### src/rtl/scan_defines.svh
// Timing counts, reset values and encodings for the external scanner channel control.
// Assumes a single 50 MHz clock.
`ifndef SCAN_DEFINES_SVH
`define SCAN_DEFINES_SVH

`define SCAN_CLK_HZ          50000000
`define SCAN_TICK_CYCLES     (`SCAN_CLK_HZ)
`define SCAN_NUM_CHANNELS    16
`define SCAN_INTERVAL_MIN    8'h02
`define SCAN_INTERVAL_MAX    8'hC8
`define SCAN_INTERVAL_RST    8'h02
`define SCAN_FIRST_CHANNEL   4'h0
`define SCAN_ENABLE_RST      16'hFFFF
`define SCAN_CURVE_RST       4'h0
`define SCAN_HELD_RST        16'h0000

`endif

### src/rtl/scan_pkg.sv
// Types shared by the external scanner channel control.
// Assumes nothing of its surroundings.
package scan_pkg;

	// Gray-coded along off -> manual -> auto -> slave
	typedef enum logic [1:0] {
		MODE_OFF    = 2'b00,
		MODE_MANUAL = 2'b01,
		MODE_AUTO   = 2'b11,
		MODE_SLAVE  = 2'b10
	} scan_mode_t;

endpackage : scan_pkg

### src/rtl/scan_channel_ctrl.sv
// External scanner channel control: selects the active channel of the scanned input.
// Assumes configuration ports are driven from the same clock; select inputs come from pins.
//
// What this block does
// - Sixteen channels share the first input and its one sensor-type setting.
// - Each of sixteen channels keeps its own curve selection.
// - Unread channels keep showing their last valid reading.
// - Four modes: manual, auto, slave, off; off is the default.
// - Off mode disables sequencing and channel reporting.
// - Manual mode activates the chosen channel; default is the first channel.
// - Report outputs driven in manual or auto only when configured for scanner.
// - Channel n reported as binary n minus 1, bit 3 most significant.
// - Auto mode steps through channels, dwelling the set interval on each.
// - Dwell interval in whole seconds, 2 to 200, default 2.
// - Auto sequence skips channels whose enable is off.
// - Auto mode reports the active channel with the manual encoding.
// - Slave mode makes active the channel coded on the four inputs.
// - Select inputs are sampled without any dedicated configuration.
// - Enable and curve are per channel; other settings are global.
// - Enables reset on; active channel resets to channel 1.
`timescale 1ns/10ps
`include "scan_defines.svh"

module scan_channel_ctrl
	import scan_pkg::*;
#(
	// Clock cycles per dwell second; a bench may shorten it
	parameter int TICK_CYCLES = `SCAN_TICK_CYCLES
)
(
	input  wire logic        clk,
	input  wire logic        rst_n,
	input  wire scan_mode_t  scan_mode,
	input  wire logic [3:0]  manual_channel,
	input  wire logic [7:0]  scan_interval,
	input  wire logic        report_scanner_mode,
	input  wire logic [3:0]  setup_channel_sel,
	input  wire logic        setup_write,
	input  wire logic        setup_enable,
	input  wire logic [3:0]  setup_curve,
	input  wire logic [3:0]  curve_read_sel,
	input  wire logic        chan_select_in_bit0,
	input  wire logic        chan_select_in_bit1,
	input  wire logic        chan_select_in_bit2,
	input  wire logic        chan_select_in_bit3,
	input  wire logic        reading_valid,
	input  wire logic [15:0] reading_value,
	input  wire logic [3:0]  held_read_sel,
	output logic [3:0]       active_channel,
	output logic             scan_active,
	output logic [15:0]      channel_enable,
	output logic [3:0]       curve_read,
	output logic [15:0]      held_reading,
	output logic             chan_report_bit0,
	output logic             chan_report_bit1,
	output logic             chan_report_bit2,
	output logic             chan_report_bit3,
	output logic             chan_report_en
);

	// ------------------------------------------------------------
	// Pin synchronisers
	// ------------------------------------------------------------
	logic [3:0] sel_meta_r;
	logic [3:0] sel_sync_r;
	logic [3:0] pin_code;

	assign pin_code = {chan_select_in_bit3, chan_select_in_bit2, chan_select_in_bit1, chan_select_in_bit0};

	always_ff @(posedge clk or negedge rst_n) begin
		if (!rst_n) begin
			sel_meta_r <= 4'h0;
			sel_sync_r <= 4'h0;
		end else begin
			// Always sampled, no configuration needed
			sel_meta_r <= pin_code;
			sel_sync_r <= sel_meta_r;
		end
	end

	// ------------------------------------------------------------
	// Per-channel settings
	// ------------------------------------------------------------
	logic [15:0] enable_r;
	logic [3:0]  curve_r [0:15];

	// The selector is a plain level, so a write lands on the channel it names in that cycle
	always_ff @(posedge clk or negedge rst_n) begin
		if (!rst_n) begin
			enable_r <= `SCAN_ENABLE_RST;
		end else if (setup_write) begin
			enable_r[setup_channel_sel] <= setup_enable;
		end
	end

	always_ff @(posedge clk or negedge rst_n) begin
		if (!rst_n) begin
			for (int i = 0; i < `SCAN_NUM_CHANNELS; i++)
				curve_r[i] <= `SCAN_CURVE_RST;
		end else if (setup_write) begin
			curve_r[setup_channel_sel] <= setup_curve;
		end
	end

	assign channel_enable = enable_r;

	always_ff @(posedge clk or negedge rst_n) begin
		if (!rst_n) begin
			curve_read <= `SCAN_CURVE_RST;
		end else begin
			curve_read <= curve_r[curve_read_sel];
		end
	end

	// ------------------------------------------------------------
	// Dwell timer
	// ------------------------------------------------------------
	localparam logic [25:0] TICK_MAX = 26'(TICK_CYCLES - 1);

	logic [25:0] tick_cnt_r;
	logic [7:0]  sec_cnt_r;
	logic        tick;
	logic        advance;
	logic        mode_changed;
	logic        timer_clear;
	scan_mode_t  mode_q_r;
	logic [7:0]  interval_lim;

	// Clamp out-of-range settings instead of stalling the sequence
	assign interval_lim = (scan_interval < `SCAN_INTERVAL_MIN) ? `SCAN_INTERVAL_MIN :
	                      (scan_interval > `SCAN_INTERVAL_MAX) ? `SCAN_INTERVAL_MAX : scan_interval;
	assign mode_changed = (mode_q_r != scan_mode);
	assign tick         = (tick_cnt_r == TICK_MAX);
	// Compare with >= so a shortened interval ends the current dwell at the next tick
	assign advance      = (scan_mode == MODE_AUTO) && !mode_changed && tick &&
	                      (sec_cnt_r + 8'h01 >= interval_lim);
	// Any mode change or advance restarts the dwell from zero
	assign timer_clear  = mode_changed || advance || (scan_mode != MODE_AUTO);

	always_ff @(posedge clk or negedge rst_n) begin
		if (!rst_n) begin
			mode_q_r <= MODE_OFF;
		end else begin
			mode_q_r <= scan_mode;
		end
	end

	// Sub-second counter: one tick every TICK_CYCLES clocks
	always_ff @(posedge clk or negedge rst_n) begin
		if (!rst_n) begin
			tick_cnt_r <= 26'h0;
		end else if (timer_clear || tick) begin
			tick_cnt_r <= 26'h0;
		end else begin
			tick_cnt_r <= tick_cnt_r + 26'h1;
		end
	end

	// Whole seconds spent on the current channel
	always_ff @(posedge clk or negedge rst_n) begin
		if (!rst_n) begin
			sec_cnt_r <= 8'h00;
		end else if (timer_clear) begin
			sec_cnt_r <= 8'h00;
		end else if (tick) begin
			sec_cnt_r <= sec_cnt_r + 8'h01;
		end
	end

	// ------------------------------------------------------------
	// Active channel selection
	// ------------------------------------------------------------
	logic [3:0] next_enabled;
	logic       entry_skip;

	// Next enabled channel after the current one; stays put if none is enabled
	always_comb begin
		logic [3:0] cand;
		logic       found;
		cand         = 4'h0;
		found        = 1'b0;
		next_enabled = active_channel;
		for (int k = 1; k <= `SCAN_NUM_CHANNELS; k++) begin
			cand = active_channel + k[3:0];
			if (!found && enable_r[cand]) begin
				next_enabled = cand;
				found        = 1'b1;
			end
		end
	end

	// Entering auto on a disabled channel would dwell on it once; step off it at once
	assign entry_skip = (scan_mode == MODE_AUTO) && mode_changed && !enable_r[active_channel];

	always_ff @(posedge clk or negedge rst_n) begin
		if (!rst_n) begin
			active_channel <= `SCAN_FIRST_CHANNEL;
		end else begin
			case (scan_mode)
				MODE_MANUAL: begin
					active_channel <= manual_channel;
				end
				MODE_AUTO: begin
					if (advance || entry_skip) begin
						active_channel <= next_enabled;
					end
				end
				MODE_SLAVE: begin
					active_channel <= sel_sync_r;
				end
				MODE_OFF: begin
					active_channel <= active_channel;
				end
				default: begin
					active_channel <= active_channel;
				end
			endcase
		end
	end

	// ------------------------------------------------------------
	// Status and channel report outputs
	// ------------------------------------------------------------
	logic report_live;

	// Reports only in manual or auto, and only with outputs serving the scanner
	assign report_live = report_scanner_mode && (scan_mode == MODE_MANUAL || scan_mode == MODE_AUTO);

	always_ff @(posedge clk or negedge rst_n) begin
		if (!rst_n) begin
			scan_active <= 1'b0;
		end else begin
			scan_active <= (scan_mode != MODE_OFF);
		end
	end

	always_ff @(posedge clk or negedge rst_n) begin
		if (!rst_n) begin
			chan_report_en <= 1'b0;
		end else begin
			chan_report_en <= report_live;
		end
	end

	// Channel codes are n-1 everywhere, so channel 12 is 1011
	// Idle low: a switch that ignores the enable falls back to channel 1
	always_ff @(posedge clk or negedge rst_n) begin
		if (!rst_n) begin
			chan_report_bit0 <= 1'b0;
			chan_report_bit1 <= 1'b0;
			chan_report_bit2 <= 1'b0;
			chan_report_bit3 <= 1'b0;
		end else if (report_live) begin
			chan_report_bit0 <= active_channel[0];
			chan_report_bit1 <= active_channel[1];
			chan_report_bit2 <= active_channel[2];
			chan_report_bit3 <= active_channel[3];
		end else begin
			chan_report_bit0 <= 1'b0;
			chan_report_bit1 <= 1'b0;
			chan_report_bit2 <= 1'b0;
			chan_report_bit3 <= 1'b0;
		end
	end

	// ------------------------------------------------------------
	// Last valid reading per channel
	// ------------------------------------------------------------
	logic [15:0] held_r [0:15];

	always_ff @(posedge clk or negedge rst_n) begin
		if (!rst_n) begin
			for (int j = 0; j < `SCAN_NUM_CHANNELS; j++)
				held_r[j] <= `SCAN_HELD_RST;
		end else if (reading_valid && scan_mode != MODE_OFF) begin
			held_r[active_channel] <= reading_value;
		end
	end

	always_ff @(posedge clk or negedge rst_n) begin
		if (!rst_n) begin
			held_reading <= `SCAN_HELD_RST;
		end else begin
			held_reading <= held_r[held_read_sel];
		end
	end

endmodule : scan_channel_ctrl

### config.mk
export PLATFORM = sky130hd
export DESIGN_NAME = scan_channel_ctrl
export DESIGN_NICKNAME = d
export VERILOG_FILES = /design/src/rtl/scan_pkg.sv /design/src/rtl/scan_channel_ctrl.sv
export VERILOG_INCLUDE_DIRS = /design/src /design/src/rtl
export SDC_FILE = /design/constraint.sdc
export NUM_CORES = 1
export LEC_CHECK = 0
export BUFFER_PORTS_ARGS = -buffer_cell sky130_fd_sc_hd__buf_4
export CORE_ASPECT_RATIO = 1.25
export CORE_UTILIZATION = 40
export DETAILED_ROUTE_END_ITERATION = 10
export PLACE_DENSITY = 0.61
export SLEW_MARGIN = 20
export SYNTH_ARGS = -nofsm -noshare
export SYNTH_HDL_FRONTEND = slang
export SYNTH_SLANG_ARGS = --single-unit
### constraint.sdc
create_clock -name clk -period 5.5 [get_ports clk]
set_input_delay 1.1 -clock clk [delete_from_list [all_inputs] [get_ports clk]]
set_output_delay 1.1 -clock clk [all_outputs]
set_load 0.005 [all_outputs]
==> results of run 1 <==
==> power groups by stage <==
| stage | combinational (mW) | sequential (mW) | clock, mW |
|---|---|---|---|
| 3_5_place_dp | 5.48 | 4.74 | 0 |
| 2_1_floorplan | 4.11 | 4.55 | 0 |
| 5_1_grt | 5.91 | 4.82 | 3.29 |
| 3_3_place_gp | 5.46 | 4.67 | 0 |
| 6_report | 5.49 | 4.68 | 3.10 |
| 4_1_cts | 5.51 | 4.68 | 3.18 |
==> state kept, by name, summed over array words and instances, names as in the netlist <==
| signal | cells |
|---|---|
| held_r | 256 |
| curve_r | 64 |
| tick_cnt_r | 26 |
| channel_enable | 16 |
| held_reading | 16 |
| sec_cnt_r | 8 |
| active_channel | 4 |
| curve_read | 4 |
| sel_meta_r | 4 |
| sel_sync_r | 4 |
| mode_q_r | 2 |
| chan_report_bit0 | 1 |
| chan_report_bit1 | 1 |
| chan_report_bit2 | 1 |
| chan_report_bit3 | 1 |
| chan_report_en | 1 |
| scan_active | 1 |
==> final cells by class <==
class	instances	area (um^2)
fill	4447	27050
tap	658	823.3
timing repair buffer	122	960.9
antenna	1	2.502
inverter	17	66.31
sequential	410	10280
clock inverter	17	206.4
multi-input combinational	910	9699
clock buffer	63	1325
==> stage by stage <==
step,std cells,util,hold slack [ns]
final,2198,0.4634,0.3417
after global routing,2198,0.4634,0.3450
after CTS,2197,0.4632,0.3462
after detailed placement,2117,0.4329,0.3355
after global placement,2117,0.4328,0.3324
after floorplan,1421,-,0.3312
==> routing by layer <==
metal,vias up,routed length (um)
met5,-,0
met4,0,1095
met3,70,1561
met2,239,24910
met1,6522,21180
li1,5487,-
==> cell usage after synthesis, types with 4 or more instances <==
cell      instances
mux2i_1          20
and2_1            6
and3_1           19
o21ai_0          23
dfrtp_1         394
a31oi_1           5
xor2_1           20
buf_1            12
ha_1             25
nand2_1          66
nor2_1           64
buf_2             4
nand3_1          20
a22o_1            4
a21oi_1          22
nor3_1            5
mux4_2          125
nand4_1           6
or2_2             4
dfstp_2          16
nand2b_1         10
xnor2_1          17
nor4_1            5
o211ai_1          8
mux2_1            5
nand3b_1          6
inv_1            16
a21o_1            5
mux2_2          351
nor2b_1           9
clkbuf_1         63
==> path summary, 6_finish.rpt <==
check                                                 to  slack (ns)  cells after the start
hold reg to reg                  sel_sync_r[3]$_DFF_PN0_        0.34                      0
min in group asynchronous       tick_cnt_r[10]$_DFF_PN0_        0.50                      1
setup / recovery           active_channel[2]$_DFFE_PN0P_        1.23                     11
max in group asynchronous         held_r[70]$_DFFE_PN0P_        3.78                      2
hold / removal                   sel_sync_r[3]$_DFF_PN0_        0.34                      0
setup reg to reg           active_channel[2]$_DFFE_PN0P_        1.23                     11
==> logic make-up (layout without fill, tap and decap cells) <==
logic type	count (synthesis)	count (layout)	share of synthesized area
and+or+nand+nor	241	241	0.05947
AOI/OAI and AO/OA	99	99	0.03327
muxes	505	505	0.3489
DFF	410	410	0.5043
xor gates and xnor gates	40	40	0.01829
buffers and inverters	101	219	0.02044
other	0	1	0
adders and majority gates	25	25	0.01534
==> metrics.txt, run 1 <==
most common cell after layout, fill and taps aside dfrtp_1; Rel. slew slack 0.2397; setup_tns 0 ns; Worst Path Arrival 4.76 ns; Mapped Nets 1502; # port buffers 101; Post-CTS Setup Inserts 0; worst skew pair latency 0.57 ns; clk root buf clkbuf_16; die width 203.9 um; total core area 0.05042 mm^2; Mapped Cells 1421; first-pass iteration count of the detailed router 5; share of Yosys cell area claimed by the top area cell type 0.4836; CP Class flip-flop to flip-flop; Final Max Tran Viols 0; Nets 1586; DIE HEIGHT 254.4 um; Worst-path clk slew 0.05 ns; min Tclk post-route 4.266 ns; Worst Min Path Start sel_meta_r[3]$_DFF_PN0_; # IOs 102; FF+latch count, synth 410; row count 92; grt ovf 0; Post-synth top flop dfrtp_1; Vias/cell 5.604; maximum capacitance violations 0; Crit path max-delay family multiplexers; Final period util 0.7756; Pwr Density 568.0 mW/mm^2; Seq/Total Area, Yosys 0.5043; CP endpoint kind flip-flop; power share of the clock group 0.233; power consumption 13.27 mW; critical path's largest stage delay 0.84 ns; initial drt markers 791; combinational fraction of design power 0.414; status completed; ys async rst share 1.000; share of cells above drive strength 1 0.4626; vias in the first global route 13.13k; DRC viols 0; met1 Track Usage GR 0.2538; GR Layer Usage met3 0.02734; dpl ws 1.231 ns; post-CTS resize count 0; worst slew pin tran 1.138 ns; startpoint types flip-flop; CTS max path bufs 3; clk_skew 0.01381 ns; H-tree levels 2; worst setup margin 1.234 ns; crit path buf inv count 1; first-pass GRT wire length 77.16 mm; post-route cell area 0.02336 mm^2; Fin. Hold Viols 0; commonest cells after routing, fill and taps aside dfrtp_1 (394), mux2_2 (351), mux4_2 (125), buf_4 (118), nor2_1 (64); worst-path cell chain inv_4 > ha_1 > mux2_1 > mux4_2 > mux2i_2 > and3b_1 > nand3_2 > o211a_1 > o41a_1 > o211ai_1 > a41o_1; largest area contributor in the netlist dfrtp_1; Post-DP Area 0.02182 mm^2; Synth area leaders dfrtp_1 (48%), mux2_2 (19%), mux4_2 (14%); gr busiest metal met2; area of the die 0.05188 mm^2; worst vdd ir 0.3818 mV; switching power 4.473 mW; # setup viols final 0; P_leak 10.19 nW; post-synthesis cell type count 75; Mapped Avg Cell Area 14.35 um^2; routability-driven placement congestion ratio 0.9074; met2 Track Usage GR 0.3337; Ys Warns 0; CTS buffer count 44; hold_buf cts 0; drt wl/cell 22.18 um; Crit path required time 6.00 ns; initial core utilization 0.4043; CTS tree done; initial antenna violation count 1; worst setup path startpoint active_channel[0]$_DFFE_PN0P_; Crit-path slowest cell ha_1; Post-synth EDFFs 0; part of the power in registers 0.353; GRT Total Usage 0.1942; worst reg2reg startpoint active_channel[0]$_DFFE_PN0P_; vias after detailed routing 12.32k; largest net degree at the start of global routing 141; Fmax achieved 234.4 MHz; area grow syn2layout 14.61%; dpl hpwl 31.35 mm; CTS sink count 410; total wire length 48.75 mm; Routed Antenna Nets 0; internal power 8.798 mW; Net Sw Frac 0.3371; Worst Hold Class flip-flop to flip-flop; mapped cell area 0.02039 mm^2; crit-path max FO 20; unrepaired setup endpoints after global routing no
(Power assumes the default switching activity.)
==> inputs of run 2 (changes only) <==
PLACE_DENSITY = 0.63   (was 0.61)
clock period = 3.9 ns   (was 5.5 ns; I/O delays follow)
==> run 2 against run 1 <==
Against the previous run: flip-flop and latch count is the same; largest power group unchanged; register-to-register slack lost 0.96 ns; core utilization is 0.31 points higher; die area unchanged; clock skew increased by 0.0087 ns; cell count is 1.2% higher; non-clock buffer count rose by 27; first-iteration DRC count down 20%; fmax is 18% higher; sequential power rose by 41%.
==> metrics.txt, run 2 (synthesized netlist as in run 1, its figures left out) <==
status completed; # port buffers 101 (unchanged); largest registers held_r: 256 flops, curve_r: 64 flops, tick_cnt_r: 26 flops; CTS max path bufs 3 (unchanged); Net Sw Frac 0.3368 (about the same); CTS sink count 410 (unchanged); GR Layer Usage met3 0.02645 (-0.0008945); clk_skew 0.02255 ns (+0.008743 ns); DIE HEIGHT 254.4 um (unchanged); Rel. slew slack 0.4835 (+0.2438); H-tree levels 2 (unchanged); # IOs 102 (unchanged); power share of the clock group 0.225 (-0.008); Worst-path clk slew 0.06 ns (about the same); part of the power in registers 0.354 (about the same); startpoint types flip-flop; dpl ws -0.1135 ns (-1.345 ns); Post-DP Area 0.02205 mm^2 (+1.0%); commonest cells after routing, fill and taps aside dfrtp_1 (394), mux2_2 (351), buf_4 (143), mux4_2 (125), nand2_1 (66); power consumption 18.68 mW (+41%); gr busiest metal met2; drt wl/cell 21.76 um (-1.9%); Worst Hold Class input pin to asynchronous set/reset pin; CTS buffer count 44 (unchanged); Top reg by flops held_r; first-pass iteration count of the detailed router 5 (unchanged); initial core utilization 0.4043 (unchanged); Routed Antenna Nets 0 (unchanged); post-route cell area 0.02352 mm^2 (+0.66%); area of the die 0.05188 mm^2 (unchanged); Fmax achieved 275.8 MHz (+18%); Vias/cell 5.589 (-0.28%); Final period util 0.9298 (+0.1543); initial antenna violation count 1 (unchanged); routability-driven placement congestion ratio 0.8793 (-3.1%); met1 Track Usage GR 0.2468 (-0.006963); Final Max Tran Viols 0 (unchanged); combinational fraction of design power 0.421 (+0.007); worst setup margin 0.2737 ns (-0.9608 ns); area grow syn2layout 15.36%; min Tclk post-route 3.626 ns (-0.6392 ns); vias in the first global route 13.41k (+2.1%); Crit path required time 4.39 ns (-1.61 ns); unrepaired setup endpoints after global routing no; setup_tns 0 ns (unchanged); dpl hpwl 31.65 mm (+0.98%); most common cell after layout, fill and taps aside dfrtp_1; max FFs per register 256 (unchanged); CP Class flip-flop to flip-flop; initial drt markers 633 (-20%); CP endpoint kind flip-flop; Fin. Hold Viols 0 (unchanged); grt ovf 0 (unchanged); CTS tree done; maximum capacitance violations 0 (unchanged); row count 92 (unchanged); total wire length 48.41 mm (-0.70%); met2 Track Usage GR 0.3424 (+0.008649); largest net degree at the start of global routing 92 (-35%); internal power 12.39 mW (+41%); DRC viols 0 (unchanged); crit-path max FO 11 (-45%); total core area 0.05042 mm^2 (unchanged); vias after detailed routing 12.44k (+0.95%); share of cells above drive strength 1 0.4687 (+0.006072); GRT Total Usage 0.1951 (+0.0009612); Worst Path Arrival 4.12 ns (-0.64 ns); Pwr Density 794.4 mW/mm^2 (+40%); clk root buf clkbuf_16; Nets 1613 (+1.7%); die width 203.9 um (unchanged); worst vdd ir 0.6482 mV (+70%); worst skew pair latency 0.58 ns (about the same); Final Util 0.4664 (+0.003052); P_leak 10.28 nW (+0.81%); # setup viols final 0 (unchanged); worst slew pin tran 0.7701 ns (-0.3676 ns); switching power 6.293 mW (+41%); first-pass GRT wire length 77.94 mm (+1.0%)
==> run 2: cell count changes in the layout (fill, tap and decap cells not counted), moves of 3 or more <==
cell | before | now
buf_4 | 118 | 143
clkinv_2 | 9 | 5
nand2_1 | 62 | 66
nand2_2 | 5 | 1
clkinvlp_4 | 1 | 4
==> run 2: layout make-up <==
| class | count | area (um^2) |
|---|---|---|
| Fill cell | 4522 | 26900 |
| Sequential cell | 410 | 10280 |
| Antenna cell | 1 | 2.502 |
| Timing Repair Buffer | 149 | 1189 |
| Multi-Input combinational cell | 910 | 9692 |
| Clock buffer | 64 | 1296 |
| Tap cell | 658 | 823.3 |
| Clock inverter | 16 | 168.9 |
| Inverter | 17 | 66.31 |
==> run 2: timing repair <==
action                     4_1_cts  5_1_grt
resized for setup                0        1
hold buffers                     0        0
buffers inserted                 0        0
setup endpoints to repair        0        4
==> run 2: metal layers <==
layer  part of all wire  up-vias
li1                   -     5539
met1               0.42     6572
met2               0.52      232
met3              0.030       92
met4              0.030        0
met5                  0        -
==> run 2: per-stage QoR <==
stage	cells	hold slack, ns
after detailed placement	2144	0.3364
final	2225	0.1774
after global placement	2144	0.3316
after global routing	2225	0.2180
after floorplan	1421	0.3312
after CTS	2224	0.1899
==> run 2: critical path: stages (launching register included) <==
cell	delay, ns
dfrtp_1	0.39
inv_4	0.04
ha_2	0.49
mux2_2	0.39
mux2_2	0.30
mux4_2	0.57
nor4_4	0.34
nand4_2	0.22
nor2_2	0.22
a2111oi_1	0.13
a31o_1	0.26
a32oi_1	0.18
==> run 2: final timing paths <==
check | startpoint | end | slack [ns] | cells past startpoint
worst max-delay path | active_channel[0]$_DFFE_PN0P_ | active_channel[0]$_DFFE_PN0P_ | 0.27 | 11
worst min-delay path | rst_n | sec_cnt_r[0]$_DFFE_PN0N_ | 0.18 | 1
worst max register to register | active_channel[0]$_DFFE_PN0P_ | active_channel[0]$_DFFE_PN0P_ | 0.27 | 11
worst min register to register | sel_meta_r[3]$_DFF_PN0_ | sel_sync_r[3]$_DFF_PN0_ | 0.35 | 0
max in group asynchronous | rst_n | curve_r[56]$_DFFE_PN0P_ | 2.76 | 2
min in group clk | chan_select_in_bit1 | sel_meta_r[1]$_DFF_PN0_ | 0.32 | 1
==> run 2: power by group through the flow <==
stage          registers [mW]  logic [mW]  clock network [mW]
5_1_grt                  6.80        8.49                4.51
4_1_cts                  6.61        7.88                4.33
3_5_place_dp             6.69        7.85                   0
2_1_floorplan            6.41        5.80                   0
3_3_place_gp             6.58        7.77                   0
6_report                 6.61        7.86                4.21
